**config.mk**
```make
export PLATFORM = sky130hd
export DESIGN_NAME = daa_line_ctrl
export DESIGN_NICKNAME = d
export VERILOG_FILES = /design/src/rtl/daa_line_pkg.sv /design/src/rtl/daa_line_ctrl.sv
export VERILOG_INCLUDE_DIRS = /design/src /design/src/rtl
export SDC_FILE = /design/constraint.sdc
export NUM_CORES = 1
export LEC_CHECK = 0
export BUFFER_PORTS_ARGS = -buffer_cell sky130_fd_sc_hd__buf_2
export CORE_MARGIN = 10
export CORE_UTILIZATION = 40
export CTS_CLUSTER_SIZE = 14
export DETAILED_ROUTE_END_ITERATION = 8
export PLACE_DENSITY = 0.64
export SKIP_LAST_GASP = 1
export SYNTH_ARGS = -nofsm -noshare
export SYNTH_HDL_FRONTEND = slang
export SYNTH_SLANG_ARGS = --single-unit
```
**constraint.sdc**
```tcl
create_clock -name pclk -period 9.5 [get_ports pclk]
set_input_delay 0.475 -clock pclk [delete_from_list [all_inputs] [get_ports pclk]]
set_output_delay 0.475 -clock pclk [all_outputs]
set_load 0.01 [all_outputs]
```
**src/rtl/daa_line_cfg.svh**
```systemverilog
// Offsets, field positions, reset values and level codes of the line status block.
`ifndef DAA_LINE_CFG_SVH
`define DAA_LINE_CFG_SVH

// ----------------------------------------------------------------
// Register byte offsets
// ----------------------------------------------------------------
`define OFS_STATUS 12'h000
`define OFS_CTRL 12'h004
`define OFS_GAIN 12'h008
`define OFS_RATE 12'h00c

// ----------------------------------------------------------------
// Field positions
// ----------------------------------------------------------------
`define ST_LEVEL_LSB 0
`define ST_DROPOUT_BIT 8
`define ST_OVERLOAD_BIT 9
`define ST_REV_LSB 16
`define CT_OPE_BIT 0
`define CT_DOD_MASK_BIT 1
`define CT_IIR_BIT 2
`define CT_LOOP_LSB 4
`define GN_RX_LSB 0
`define GN_RX_MUTE_BIT 7
`define GN_TX_LSB 8
`define GN_TX_MUTE_BIT 15
`define RT_IDX_LSB 0

// ----------------------------------------------------------------
// Reset values
// ----------------------------------------------------------------
`define RST_LOOP 3'h0
`define RST_GAIN 3'h0
`define RST_RATE_IDX 4'h1

// ----------------------------------------------------------------
// Loop current codes and scale
// ----------------------------------------------------------------
`define LVL_NONE 5'h00
`define LVL_MIN 5'h04
`define LVL_MAX 5'h1f
`define UA_PER_STEP 17'h00ce4
`define DB_PER_STEP 4'h3
`define GAIN_MAX_CODE 3'h4
`define RATE_LAST_IDX 4'h9

// ----------------------------------------------------------------
// Loopback codes
// ----------------------------------------------------------------
`define LB_NORMAL 3'h0
`define LB_ADC 3'h1
`define LB_LOCAL_ANALOG 3'h2
`define LB_DAC 3'h3
`define LB_REMOTE_ANALOG 3'h4
`define LB_LINK 3'h5
`define LB_EXT_ANALOG 3'h6

// ----------------------------------------------------------------
// Sample rates in Hz
// ----------------------------------------------------------------
`define RATE_0 16'h1c20
`define RATE_1 16'h1f40
`define RATE_2 16'h2025
`define RATE_3 16'h20d0
`define RATE_4 16'h2328
`define RATE_5 16'h2580
`define RATE_6 16'h282e
`define RATE_7 16'h2ee0
`define RATE_8 16'h3592
`define RATE_9 16'h3e80

`endif

```
**src/rtl/daa_line_pkg.sv**
```systemverilog
// Types of the line status and test control block.
`default_nettype none
package daa_line_pkg;

  typedef enum logic [1:0] {
    PROT_IDLE = 2'b01,
    PROT_ACTIVE = 2'b10
  } prot_state_t;

  typedef struct packed {
    logic hook_s1;
    logic hook_s2;
    logic hook_s3;
    logic [4:0] lvl_s1;
    logic [4:0] lvl_s2;
    logic [3:0] rev_s1;
    logic [3:0] rev_s2;
    logic [4:0] level;
    logic [16:0] current_ua;
    logic dropout;
    logic overload;
    prot_state_t prot;
    logic term800;
    logic overload_protect_enable;
    logic dod_mask;
    logic iir;
    logic [2:0] loop;
    logic [2:0] rx_gain;
    logic rx_mute;
    logic [2:0] tx_att;
    logic tx_mute;
    logic [3:0] rate_idx;
    logic [15:0] rate_hz;
    logic [3:0] rx_db;
    logic [3:0] tx_db;
    logic [5:0] loop_path;
    logic irq;
    logic pready;
    logic pslverr;
    logic [31:0] prdata;
  } state_t;

endpackage
`default_nettype wire

```
**src/rtl/daa_line_ctrl.sv**
```systemverilog
// Loop current status, overload protection, gain, rate, filter and loopback control with APB slave.
//
// Operation
// - While off-hook, show the measured loop current as a 5-bit readable field.
// - One step of the level field stands for 3.3 mA.
// - Readings below the minimum operating current are undefined.
// - Code zero means too little current; software checks the dropout flag.
// - Code four marks the minimum current for normal operation.
// - Code all ones means possible excess; software checks the overload flag.
// - Enabled overload sets flag, selects 800 ohm termination, reduces hook current.
// - A 3-bit field picks receive gain of 0 to 12 dB.
// - Bit 7 of the receive setting mutes the receive path.
// - A 3-bit field picks transmit attenuation of 0 to 12 dB.
// - Bit 7 of the transmit setting mutes the transmit path.
// - The rate setting selects one of ten sample rates.
// - A select bit chooses the recursive filter; the FIR filter is default.
// - Code 101 loops outgoing data across the isolation link and back.
// - Code 011 loops outgoing data through the digital DAC section.
// - Code 100 loops external receive pins to transmit pins on the line side.
// - Code 001 digitizes external receive signal, returns it to transmit pins.
// - Code 010 loops controller data through line-side analog internally.
// - Code 110 drives test data onto the line and returns it.
// - A 4-bit read-only field reports the line chip revision.
// - Collapse below minimum sets the dropout flag and a masked interrupt.
`include "daa_line_cfg.svh"
`default_nettype none
module daa_line_ctrl (
  // Clock, reset and enable
  input wire logic pclk,
  input wire logic presetn,
  input wire logic ce,
  // APB slave
  input wire logic psel,
  input wire logic penable,
  input wire logic pwrite,
  input wire logic [11:0] paddr,
  input wire logic [31:0] pwdata,
  input wire logic [3:0] pstrb,
  output logic pready,
  output logic pslverr,
  output logic [31:0] prdata,
  // Line side measurements
  input wire logic off_hook,
  input wire logic [4:0] line_current_code,
  input wire logic [3:0] line_chip_revision,
  // Line status
  output logic [4:0] loop_current_level,
  output logic [16:0] loop_current_ua,
  output logic line_dropout_flag,
  output logic overload_detected_flag,
  output logic dropout_irq,
  // Protection
  output logic dc_term_800,
  output logic hook_current_reduce,
  // Signal path
  output logic [3:0] rx_gain_db,
  output logic rx_mute,
  output logic [3:0] tx_atten_db,
  output logic tx_mute,
  output logic recursive_filter_select,
  output logic [15:0] sample_rate_hz,
  output logic [2:0] loopback_select,
  output logic [5:0] loopback_path
);

  daa_line_pkg::state_t s;
  daa_line_pkg::state_t n;

  // ----------------------------------------------------------------
  // Helpers
  // ----------------------------------------------------------------
  function automatic logic [15:0] rate_of(input logic [3:0] idx);
    logic [15:0] r;
    r = `RATE_1;
    case (idx)
      4'h0: r = `RATE_0;
      4'h1: r = `RATE_1;
      4'h2: r = `RATE_2;
      4'h3: r = `RATE_3;
      4'h4: r = `RATE_4;
      4'h5: r = `RATE_5;
      4'h6: r = `RATE_6;
      4'h7: r = `RATE_7;
      4'h8: r = `RATE_8;
      4'h9: r = `RATE_9;
      default: r = `RATE_1;
    endcase
    return r;
  endfunction

  // Codes above the top step clamp to the top step rather than wrap.
  function automatic logic [3:0] db_of(input logic [2:0] code);
    logic [2:0] c;
    c = (code > `GAIN_MAX_CODE) ? `GAIN_MAX_CODE : code;
    return 4'(c) * `DB_PER_STEP;
  endfunction

  // ----------------------------------------------------------------
  // Next state
  // ----------------------------------------------------------------
  logic setup;
  logic wr;
  logic hit_st;
  logic hit_ct;
  logic hit_gn;
  logic hit_rt;
  logic clr_dod;
  logic clr_opd;
  logic set_dod;
  logic set_opd;
  logic [31:0] rd;

  always_comb begin
    n = s;
    setup = psel & ~penable;
    wr = psel & penable & pwrite & s.pready;
    hit_st = paddr == `OFS_STATUS;
    hit_ct = paddr == `OFS_CTRL;
    hit_gn = paddr == `OFS_GAIN;
    hit_rt = paddr == `OFS_RATE;

    // Two-flop synchronisers; the level code is taken as a quasi-static bus.
    n.hook_s1 = off_hook;
    n.hook_s2 = s.hook_s1;
    n.hook_s3 = s.hook_s2;
    n.lvl_s1 = line_current_code;
    n.lvl_s2 = s.lvl_s1;
    n.rev_s1 = line_chip_revision;
    n.rev_s2 = s.rev_s1;

    // Level reads zero on-hook; below the minimum it is passed unqualified.
    n.level = s.hook_s2 ? s.lvl_s2 : `LVL_NONE;
    n.current_ua = 17'(s.level) * `UA_PER_STEP;

    // Sticky flags, write one to clear; a set in the same cycle wins.
    clr_dod = wr & hit_st & pstrb[1] & pwdata[`ST_DROPOUT_BIT];
    clr_opd = wr & hit_st & pstrb[1] & pwdata[`ST_OVERLOAD_BIT];
    // The level register trails the hook by one edge; without the older hook stage going off-hook flags a dropout.
    set_dod = s.hook_s3 & s.hook_s2 & (s.level < `LVL_MIN);
    set_opd = 1'b0;
    n.dropout = (s.dropout & ~clr_dod) | set_dod;

    // Overload protection holds the 800 ohm termination until the flag is cleared.
    case (s.prot)
      daa_line_pkg::PROT_IDLE: begin
        if (s.overload_protect_enable & s.hook_s2 & (s.level == `LVL_MAX)) begin
          set_opd = 1'b1;
          n.prot = daa_line_pkg::PROT_ACTIVE;
        end
      end
      daa_line_pkg::PROT_ACTIVE: begin
        if (~s.overload | clr_opd) begin
          n.prot = daa_line_pkg::PROT_IDLE;
        end
      end
      default: begin
        n.prot = daa_line_pkg::PROT_IDLE;
      end
    endcase
    n.overload = (s.overload & ~clr_opd) | set_opd;
    n.term800 = n.prot == daa_line_pkg::PROT_ACTIVE;
    n.irq = n.dropout & s.dod_mask;

    // Control writes.
    if (wr & hit_ct & pstrb[0]) begin
      n.overload_protect_enable = pwdata[`CT_OPE_BIT];
      n.dod_mask = pwdata[`CT_DOD_MASK_BIT];
      n.iir = pwdata[`CT_IIR_BIT];
      n.loop = pwdata[`CT_LOOP_LSB +: 3];
    end
    if (wr & hit_gn & pstrb[0]) begin
      n.rx_gain = pwdata[`GN_RX_LSB +: 3];
      n.rx_mute = pwdata[`GN_RX_MUTE_BIT];
    end
    if (wr & hit_gn & pstrb[1]) begin
      n.tx_att = pwdata[`GN_TX_LSB +: 3];
      n.tx_mute = pwdata[`GN_TX_MUTE_BIT];
    end
    // Out-of-range rate indices are refused so the converter never runs unset.
    if (wr & hit_rt & pstrb[0] & (pwdata[`RT_IDX_LSB +: 4] <= `RATE_LAST_IDX)) begin
      n.rate_idx = pwdata[`RT_IDX_LSB +: 4];
    end

    n.rx_db = db_of(n.rx_gain);
    n.tx_db = db_of(n.tx_att);
    n.rate_hz = rate_of(n.rate_idx);

    // Loopback path decode, one bit per test path.
    case (n.loop)
      `LB_LINK: n.loop_path = 6'h01;
      `LB_DAC: n.loop_path = 6'h02;
      `LB_REMOTE_ANALOG: n.loop_path = 6'h04;
      `LB_ADC: n.loop_path = 6'h08;
      `LB_LOCAL_ANALOG: n.loop_path = 6'h10;
      `LB_EXT_ANALOG: n.loop_path = 6'h20;
      default: n.loop_path = 6'h00;
    endcase

    // Read mux, sampled in the setup cycle so prdata is a flop in the access cycle.
    rd = 32'h0000_0000;
    if (hit_st) begin
      rd[`ST_LEVEL_LSB +: 5] = s.level;
      rd[`ST_DROPOUT_BIT] = s.dropout;
      rd[`ST_OVERLOAD_BIT] = s.overload;
      rd[`ST_REV_LSB +: 4] = s.rev_s2;
    end else if (hit_ct) begin
      rd[`CT_OPE_BIT] = s.overload_protect_enable;
      rd[`CT_DOD_MASK_BIT] = s.dod_mask;
      rd[`CT_IIR_BIT] = s.iir;
      rd[`CT_LOOP_LSB +: 3] = s.loop;
    end else if (hit_gn) begin
      rd[`GN_RX_LSB +: 3] = s.rx_gain;
      rd[`GN_RX_MUTE_BIT] = s.rx_mute;
      rd[`GN_TX_LSB +: 3] = s.tx_att;
      rd[`GN_TX_MUTE_BIT] = s.tx_mute;
    end else if (hit_rt) begin
      rd[`RT_IDX_LSB +: 4] = s.rate_idx;
    end
    n.pready = setup;
    n.pslverr = setup & ~(hit_st | hit_ct | hit_gn | hit_rt);
    if (setup) begin
      n.prdata = pwrite ? 32'h0000_0000 : rd;
    end
  end

  // ----------------------------------------------------------------
  // State register
  // ----------------------------------------------------------------
  always_ff @(posedge pclk or negedge presetn) begin
    if (!presetn) begin
      s <= '0;
      s.prot <= daa_line_pkg::PROT_IDLE;
      s.loop <= `RST_LOOP;
      s.rx_gain <= `RST_GAIN;
      s.tx_att <= `RST_GAIN;
      s.rate_idx <= `RST_RATE_IDX;
      s.rate_hz <= `RATE_1;
    end else if (ce) begin
      s <= n;
    end
  end

  // ----------------------------------------------------------------
  // Outputs
  // ----------------------------------------------------------------
  assign pready = s.pready;
  assign pslverr = s.pslverr;
  assign prdata = s.prdata;
  assign loop_current_level = s.level;
  assign loop_current_ua = s.current_ua;
  assign line_dropout_flag = s.dropout;
  assign overload_detected_flag = s.overload;
  assign dropout_irq = s.irq;
  assign dc_term_800 = s.term800;
  assign hook_current_reduce = s.term800;
  assign rx_gain_db = s.rx_db;
  assign rx_mute = s.rx_mute;
  assign tx_atten_db = s.tx_db;
  assign tx_mute = s.tx_mute;
  assign recursive_filter_select = s.iir;
  assign sample_rate_hz = s.rate_hz;
  assign loopback_select = s.loop;
  assign loopback_path = s.loop_path;

endmodule
`default_nettype wire

```
==> flow_summary.yaml, run 1 <==
worst_setup_path:
  start_kind: "flip-flop"
  ff2ff_path_depth: 10
  cp.required_ns: 9.74
  ff2ff_setup_slack_ns: 5.85
  cp.arrival_ns: 3.89
  cp_max_fo: 8
  timing_worst_setup_path_type: "reg2reg"
  end_kind: "flip-flop"
timing:
  skew_ns: 0.00972
  slew-limit-headroom_pct: 23.6
  tightestPinTransition_ns: 1.15
  rsz0062_at_grt: "false"
  setup_tns_ns: 0
  fin_crit_sh_pct: 38.5
  post-route-min-period_ns: 3.65
  fmax_mhz: 274
  hold_viol: 0
  finalSetupViolCount: 0
  report.final.slew_viol_count: 0
logic_synthesis:
  yosys.area.top_type_share_pct: 39.1
  synth_compound_area_share_pct: 10.6
  synthAdderAreaFrac_pct: 9.15
  dominantRegCellSynth: "dfrtp_1"
  ys_warn_count: 0
  synthMuxAreaShare_pct: 12.5
  synth_top_area_cell: "dfrtp_1"
  synthCells: 607
  async_reset_ff_share_pct: 100
  yosys-top-cells-count: "dfrtp_1, buf_4, mux2_2, ha_1, nor2_1"
  yosys.area_share.simple_pct: 10.7
  synth-xor-area-share_pct: 1.33
  ys_seq_area_share_pct: 42.3
  synth.most_common_cell: "dfrtp_1"
  ys_ff_latch: 111
  synth-edff-count: 0
  avgSynthCellArea_sq_um: 10.9
  synth.top_cells.by_area: "dfrtp_1, buf_4, mux2_2"
  synthesis.area_sq_um: 6590
  synth_cell_types: 65
  synth_top_family_by_area: "buffers and inverters"
finish:
  drive_gt1_share_pct: 33.4
  antenna_cells: 0
  nets: 756
  stdcell_area_sq_um: 7050
  area_growth_pct: 6.95
cts:
  clockRootBuffer: "clkbuf_16"
  postCtsHoldBufs: 0
  clock_sinks: 111
  cts_buffers: 9
  htree_num_levels: 3
  postCtsSetupBuffers: 0
  cts_resized: 0
  clk_path_buf_depth: 2
  cts_tree: "built"
  insertion_delay_ns: 0.35
  clkTransAtPathRegs_ns: 0.08
global_routing:
  grt_util_all_layers_pct: 14.0
  grt_max_degree: 108
  grt_first_pass_wirelength_mm: 24.9
  overflow: 0
  antenna_found_initial: 0
  first_global_vias: 4653
pwr:
  swShare_pct: 31.2
  p_leak_uw: 0.00344
  p_int_uw: 869
  power_frac_seq_pct: 45.7
  clkPwrFrac_pct: 28.4
  p_per_area_nw_per_um2: 179
  p_switching_uw: 394
  pwr-share-comb_pct: 25.9
  vdd_drop_max_mv: 0.110
die:
  start_util_pct: 41.2
  die-width_microns: 148
  coreArea_sq_um: 16000
  top_level_ports: 161
  die_area_sq_um: 22000
  rows: 46
  die_y_microns: 148
drt:
  ant_nets: 0
  drt_wl_total_mm: 15.4
  viasPerCell: 5.04
  num_vias: 4382
  drcViolationCount: 0
  first_iter_violations: 265
  detailedRoute.firstPassIterationCount: 4
  wl_per_cell_microns: 17.7
placed_design:
  port_buffers: 118
  place_area_sq_um: 6780
  dp_hpwl_mm: 11.8
  gp_congestion: 0.848
run_status:
  outcome: "finished, final reports clean"
hold_path:
  hp-class: "in2async"
run:
  maxCapViolations: 0
-- per-stage QoR --
stage	instances	total power, uW	util, %	hold slack, ns	setup WS, ns
after floorplan	626	856	-	0.179	6.28
after detailed placement	853	919	42.3	0.468	5.88
after CTS	869	1280	44.1	0.242	5.84
final	869	1260	44.1	0.224	5.85
after global routing	869	1350	44.1	0.273	5.66
after global placement	853	906	42.3	0.463	5.91
-- power groups by stage --
stage | logic [uW] | clock network (uW) | registers (uW)
floorplan | 285 | 0 | 571
global placement | 322 | 0 | 584
detailed placement | 332 | 0 | 587
CTS | 333 | 371 | 579
global route | 372 | 389 | 587
finish | 327 | 358 | 578
-- worst max-delay path: stages (launching register included) --
cell and delay, ns:
dfrtp_1 0.60, fa_1 0.49, ha_1 0.22, fa_1 0.45, ha_1 0.35, or2_2 0.30, nand2_1 0.07, a21oi_1 0.05
o41ai_1 0.60, xnor2_1 0.12, mux2_2 0.28
-- registers in the layout, summed over array words and instances (netlist names), 5 cells and up --
| name | count |
|---|---|
| s | 24 |
| n | 11 |
| loopback_path | 6 |
| loop_current_level | 5 |
| sample_rate_hz | 14 |
| prdata | 16 |
| loop_current_ua | 15 |
-- metal layers --
layer / up-vias / part of all wire, % / track usage (%)
met3: 8 / 7.0 / 5.37
li1: 2092 / - / -
met1: 2172 / 43 / 16.6
met2: 110 / 49 / 23.7
met4: 0 / 0.64 / 2.53
met5: - / 0 / 0
-- path summary, 6_finish.rpt --
path | startpoint | to
setup / recovery | loop_current_level[3]$_DFFE_PN0P_ | loop_current_ua[14]$_DFFE_PN0P_
hold / removal | presetn | pslverr$_DFFE_PN0P_
setup reg to reg | loop_current_level[3]$_DFFE_PN0P_ | loop_current_ua[14]$_DFFE_PN0P_
hold reg to reg | loopback_path[1]$_DFFE_PN0P_ | loopback_path[1]$_DFFE_PN0P_
max in group asynchronous | presetn | loop_current_ua[9]$_DFFE_PN0P_
min in group pclk | line_chip_revision[3] | n[113]$_DFFE_PN0P_
-- final cells by class --
cell class	instances	area, sq um
clock inverters	4	28.8
well taps	216	270
repair buffers	120	611
multi-input cells	376	2990
fillers	1560	8950
inverters	30	113
flip-flops and latches	111	2790
clock buffers	12	246
-- cells by family (layout without fill, tap and decap cells) --
logic type,after synthesis,count (layout)
buf+inv,139,166
simple gates,129,129
flops,111,111
compound gates,102,102
mux,71,71
fa+ha+maj,44,44
xor+xnor,10,10
other cells,1,20
-- cells in the final DEF, fill, tap and decap left out, types with 5 or more instances in the layout --
cell	netlist	layout
ha_1	37	37
a21o_1	5	5
nand2b_1	6	6
a21oi_1	20	20
dfstp_2	8	8
buf_2	1	116
nor2_1	35	35
o21ai_0	21	21
fa_1	7	7
a31o_2	5	5
mux2i_1	12	12
nor3_1	13	13
nand4_1	5	5
conb_1	1	20
clkbuf_16	0	9
nand2_1	22	22
dfrtp_1	103	103
a31oi_1	9	9
mux2_2	54	54
a22o_1	13	13
nor2b_1	11	11
xnor2_1	8	8
nand3_1	9	9
inv_1	29	29
No activity file was read; power rests on OpenSTA's default activity.
==> inputs of run 2 (changes only) <==
Settings changed: ABC_AREA set to 1.
Clock period 9.5 ns to 3.53 ns, I/O delays scaled along.
==> flow_summary.yaml, run 2 <==
global_routing:
  grt_max_degree: 81
  grt_util_all_layers_pct: 14.3
  first_global_vias: 4705
  use_met3_pct: 3.94
  use_met1_pct: 19.1
  grt_first_pass_wirelength_mm: 25.1
  overflow: 0
  grt.busiest_layer: "met2"
  met2_usage_pct: 21.6
  antenna_found_initial: 0
drt:
  first_iter_violations: 309
  viasPerCell: 4.60
  ant_nets: 0
  detailedRoute.firstPassIterationCount: 5
  wl_per_cell_microns: 14.5
  drt_wl_total_mm: 15.3
  drcViolationCount: 0
  num_vias: 4845
worst_setup_path:
  crit_start: "loop_current_level[3]$_DFFE_PN0P_"
  path_buf_inv: 1
  end_kind: "flip-flop"
  timing_worst_setup_path_type: "reg2reg"
  rr_endpoint: "loop_current_ua[13]$_DFFE_PN0P_"
  crit_family: "adder cells"
  r2r_start: "loop_current_level[3]$_DFFE_PN0P_"
  start_kind: "flip-flop"
  critPathSlowestCell: "dfrtp_2"
  cp_max_fo: 7
  ff2ff_setup_slack_ns: 0.38
  worst-path-stages: 13
  crit_chain: "fa_1 > ha_1 > fa_1 > ha_1 > a21oi_1 > o21ai_0 > nor2_1 > inv_1 > nand3_1 > nand2_1 > or2_2 > nand3_1 > nand2_1"
  max_stage_delay_ns: 0.49
  cp.arrival_ns: 3.40
  cp.required_ns: 3.78
  ff2ff_path_depth: 13
  setup.worst_path.end: "loop_current_ua[13]$_DFFE_PN0P_"
pwr:
  p_leak_uw: 0.00380
  p_switching_uw: 922
  swShare_pct: 30.3
  vdd_drop_max_mv: 0.260
  pwr-share-comb_pct: 19.3
  clkPwrFrac_pct: 32.8
  p_per_area_nw_per_um2: 428
  power_frac_seq_pct: 48.0
  p_int_uw: 2120
timing:
  timing.hold.ws_ns: 0.0165
  hold_viol: 0
  fmax_mhz: 317
  setup_ws_ns: 0.378
  report.final.slew_viol_count: 0
  slew-limit-headroom_pct: 37.1
  fin_crit_sh_pct: 89.3
  post-route-min-period_ns: 3.15
  tightestPinTransition_ns: 0.941
  rsz0062_at_grt: "false"
  finalSetupViolCount: 0
  skew_ns: 0.00680
  setup_tns_ns: 0
die:
  die-width_microns: 148
  coreArea_sq_um: 15900
  top_level_ports: 161
  die_y_microns: 148
  die_area_sq_um: 21800
  rows: 46
  start_util_pct: 40.9
cts:
  clkTransAtPathRegs_ns: 0.07
  postCtsSetupBuffers: 0
  clock_sinks: 111
  insertion_delay_ns: 0.36
  cts_buffers: 9
  clk_path_buf_depth: 2
  cts_tree: "built"
  clockRootBuffer: "clkbuf_16"
  htree_num_levels: 3
finish:
  mostFrequentLayoutCells: "nand2_1, buf_2, dfrtp_1"
  area_growth_pct: 9.05
  nets: 940
  drive_gt1_share_pct: 22.3
  antenna_cells: 0
  regMostFlops: "s"
  largest_reg_flops: 24
  final_common_cell: "nand2_1"
  fill_cells: 1639
logic_synthesis:
  yosys-top-cells-count: "nand2_1, dfrtp_1, buf_4, inv_1, o21ai_0"
  synthCells: 780
  synthesis.area_sq_um: 6520
  dominantRegCellSynth: "dfrtp_1"
  async_reset_ff_share_pct: 100
  synth_top_area_cell: "dfrtp_1"
  synth.most_common_cell: "nand2_1"
  synth.top_cells.by_area: "dfrtp_1, nand2_1, buf_4"
  synth_cell_types: 44
  ys_ff_latch: 111
  ys_seq_area_share_pct: 42.7
  yosys.area.top_type_share_pct: 39.5
  avgSynthCellArea_sq_um: 8.36
  synth-edff-count: 0
  ys_warn_count: 0
placed_design:
  dp_hpwl_mm: 11.5
  port_buffers: 118
  gp_congestion: 0.860
  place_ws_ns: 0.314
hold_path:
  hp-class: "in2reg"
run_status:
  outcome: "finished, final reports clean"
run:
  maxCapViolations: 0
run 2: cell count changes in the layout (fill, tap and decap cells not counted), moves of 10 or more:
cell     change
mux2i_1     -12
a22o_1      -10
inv_1       +42
o21ai_1     +24
o21ai_0     +27
inv_2       +11
nor2b_1     -11
mux2_2      -54
nand2_1    +192
run 2: worst reg2reg max path: stages (launching register included):
cell and delay [ns]:
dfrtp_2 0.49, fa_1 0.49, ha_1 0.23, fa_1 0.44, ha_1 0.37, a21oi_1 0.14, o21ai_0 0.15, nor2_1 0.18
inv_1 0.06, nand3_1 0.06, nand2_1 0.06, or2_2 0.27, nand3_1 0.07, nand2_1 0.06
run 2: metal layers:
layer | routed length (microns) | vias up | part of all wire, %
li1 | - | 2491 | -
met1 | 7280 | 2232 | 48
met2 | 6840 | 108 | 45
met3 | 917 | 14 | 6.0
met4 | 268 | 0 | 1.8
met5 | 0 | - | 0
run 2: power by group through the flow:
stage	sequential, uW	clock [uW]	combinational (uW)
6_report	1460	999	586
5_1_grt	1480	1090	676
4_1_cts	1460	1030	599
3_5_place_dp	1490	0	589
3_3_place_gp	1480	0	586
2_1_floorplan	1470	0	478
run 2: layout make-up:
class / count / area (sq um) / share of cell area [%]
well taps: 216 / 270 / 3.80
clock buffers: 11 / 253 / 3.55
clock inverters: 5 / 31.3 / 0.440
multi-input cells: 499 / 2760 / 38.8
flip-flops and latches: 111 / 2790 / 39.2
repair buffers: 129 / 706 / 9.92
inverters: 82 / 308 / 4.33
run 2: worst min path at each step:
| stage | from | endpoint | slack [ns] | depth (start not counted) |
|---|---|---|---|---|
| final | line_current_code[1] | n[119]$_DFFE_PN0P_ | 0.02 | 3 |
| after global routing | line_current_code[2] | n[120]$_DFFE_PN0P_ | 0.03 | 3 |
| after CTS | line_current_code[1] | n[119]$_DFFE_PN0P_ | 0.002 | 3 |
| after detailed placement | presetn | loop_current_ua[13]$_DFFE_PN0P_ | 0.25 | 1 |
| after global placement | presetn | loop_current_ua[13]$_DFFE_PN0P_ | 0.25 | 1 |
| after floorplan | presetn | dc_term_800$_DFFE_PN0P_ | -0.12 | 0 |
run 2: through the flow:
step	util, %	std cells	total power [uW]	area (sq um)
floorplan	-	799	1950	6600
global placement	42.4	1030	2070	6760
detailed placement	42.4	1030	2070	6760
CTS	44.6	1053	3090	7110
global route	44.6	1053	3240	7110
finish	44.6	1053	3050	7110
run 2: kinds of logic after synthesis:
group	share of synthesized area, %
AO/OA/AOI/OAI	10.7
XOR/XNOR	0.940
adder cells (fa/ha/maj)	9.24
buffers and inverters	16.1
flip-flops	42.7
other	0.0575
AND/OR/NAND/NOR	20.2
run 2: repair_timing:
action,CTS,global route
endpoints found under the hold margin,52,0
hold buffers,7,0
gates resized for setup,0,1
setup endpoints to repair,0,1
==> inputs of run 3 (changes only) <==
Settings changed: ABC_CLOCK_PERIOD_IN_PS set to 3530, CORE_UTILIZATION 40 to 54, PLACE_DENSITY 0.64 to 0.82.
==> flow_summary.yaml, run 3 (synthesis gave the netlist of run 2 again) <==
run_status:
  outcome: "finished, final reports clean"
worst_setup_path:
  rr_endpoint: "loop_current_ua[14]$_DFFE_PN0P_"
  crit_chain: "inv_1 > ha_1 > ha_1 > inv_1 > fa_1 > inv_1 > ha_1 > nand2_1 > o21ai_0 > a21oi_1 > o21ai_0 > xnor2_1 > o21ai_0"
  max_stage_delay_ns: 0.50
  cp.required_ns: 3.72
  cp_max_fo: 7
  r2r_start: "loop_current_level[3]$_DFFE_PN0P_"
  critPathSlowestCell: "dfrtp_1"
  path_buf_inv: 3
  ff2ff_path_depth: 13
  timing_worst_setup_path_type: "reg2reg"
  crit_family: "adder cells"
  start_kind: "flip-flop"
  worst-path-stages: 13
  end_kind: "flip-flop"
  cp.arrival_ns: 3.39
  ff2ff_setup_slack_ns: 0.34
hold_path:
  holdCritStartpoint: "line_chip_revision[2]"
  min_to: "n[112]$_DFFE_PN0P_"
  worstHoldPathCells: 3
  hp-class: "in2reg"
run:
  maxCapViolations: 0
die:
  die-width_microns: 130
  rows: 40
  start_util_pct: 54.8
  top_level_ports: 161
  coreArea_sq_um: 11900
  die_area_sq_um: 16900
  die_y_microns: 130
cts:
  clkTransAtPathRegs_ns: 0.07
  cts_tree: "built"
  cts_buffers: 9
  insertion_delay_ns: 0.35
  clockRootBuffer: "clkbuf_16"
  cts_resized: 0
  clock_sinks: 111
  htree_num_levels: 3
  clk_path_buf_depth: 2
drt:
  drcViolationCount: 0
  wl_per_cell_microns: 14.9
  detailedRoute.firstPassIterationCount: 4
  num_vias: 4930
  viasPerCell: 5.04
  first_iter_violations: 342
  ant_nets: 0
  drt_wl_total_mm: 14.6
placed_design:
  place_ws_ns: 0.355
  placed_cells: 962
  dp_hpwl_mm: 11.1
  gp_congestion: 0.898
  port_buffers: 118
global_routing:
  first_global_vias: 4842
  grt_first_pass_wirelength_mm: 23.7
  grt_max_degree: 81
  grt_util_all_layers_pct: 17.4
  antenna_found_initial: 0
  overflow: 0
pwr:
  power_frac_seq_pct: 48.3
  p_per_area_nw_per_um2: 433
  vdd_drop_max_mv: 0.205
  p_switching_uw: 881
  pwr-share-comb_pct: 19.4
  clkPwrFrac_pct: 32.3
  p_int_uw: 2140
  swShare_pct: 29.2
  p_leak_uw: 0.00377
timing:
  fin_crit_sh_pct: 90.4
  slew-limit-headroom_pct: 30.8
  finalSetupViolCount: 0
  post-route-min-period_ns: 3.19
  rsz0062_at_grt: "false"
  skew_ns: 0.00447
  setup_tns_ns: 0
  report.final.slew_viol_count: 0
  hold_viol: 0
  tightestPinTransition_ns: 1.03
  setup_ws_ns: 0.340
  fmax_mhz: 313
finish:
  largest_reg_flops: 24
  final_common_cell: "nand2_1"
  drive_gt1_share_pct: 22.3
  fill_cells: 1113
  area_growth_pct: 6.77
  fin_cells: 979
  mostFrequentLayoutCells: "nand2_1, buf_2, dfrtp_1"
  regMostFlops: "s"
  nets: 935
-- run 3: cell types whose count changed in the layout (fill, tap and decap cells not counted), sizes merged --
cell,change
buf,+1
clkbuf,+2
clkinv,-3
clkinvlp,+1
diode,+1
dlygate4sd3,-6
inv,-1
-- run 3: power by group through the flow --
stage,clock [uW],sequential (uW),combinational [uW]
finish,975,1460,585
CTS,993,1460,594
global route,1050,1470,671
floorplan,0,1470,478
global placement,0,1480,575
detailed placement,0,1480,588
-- run 3: cell type report --
class	count	area [sq um]	share of cell area, %
clock buffer	13	270	3.88
sequential	111	2790	40.0
antenna	1	2.50	0.0359
timing repair buffer	124	641	9.20
multi-input combinational	499	2760	39.6
clock inverter	2	15.0	0.216
inverter	82	308	4.42
tap	147	184	2.64
-- run 3: worst max path at each step --
stage	from	endpoint	slack, ns
finish	loop_current_level[3]$_DFFE_PN0P_	loop_current_ua[14]$_DFFE_PN0P_	0.34
global route	loop_current_level[3]$_DFFE_PN0P_	loop_current_ua[14]$_DFFE_PN0P_	0.05
CTS	loop_current_level[3]$_DFFE_PN0P_	loop_current_ua[14]$_DFFE_PN0P_	0.33
detailed placement	loop_current_level[3]$_DFFE_PN0P_	loop_current_ua[14]$_DFFE_PN0P_	0.35
global placement	loop_current_level[3]$_DFFE_PN0P_	loop_current_ua[14]$_DFFE_PN0P_	0.44
floorplan	loop_current_level[3]$_DFFE_PN0P_	loop_current_ua[13]$_DFFE_PN0P_	0.63
-- run 3: tightest hold or removal path: stages --
cell	delay, ns
buf_2	0.07
nand2_1	0.04
nand2_1	0.05
-- run 3: stage by stage --
stage	utilization [%]	total power, uW	hold slack (ns)	cell area [sq um]
2_1_floorplan	-	1950	-0.119	6600
3_3_place_gp	56.0	2050	0.291	6670
6_report	58.5	3020	0.0242	6970
4_1_cts	58.5	3050	0.0119	6960
3_5_place_dp	56.0	2070	0.295	6670
5_1_grt	58.5	3190	0.0225	6960
-- run 3: timing repair --
item	in CTS	in global routing
buffers inserted	0	0
hold endpoints to repair	54	0
hold buffers	1	0
-- run 3: metal layers --
metal / vias to the layer above / track usage [%] / routed length, microns
met5: - / 0 / 0
met4: 0 / 6.28 / 263
met3: 19 / 4.42 / 1110
met2: 129 / 27.7 / 6900
met1: 2304 / 22.4 / 6310
li1: 2478 / - / -
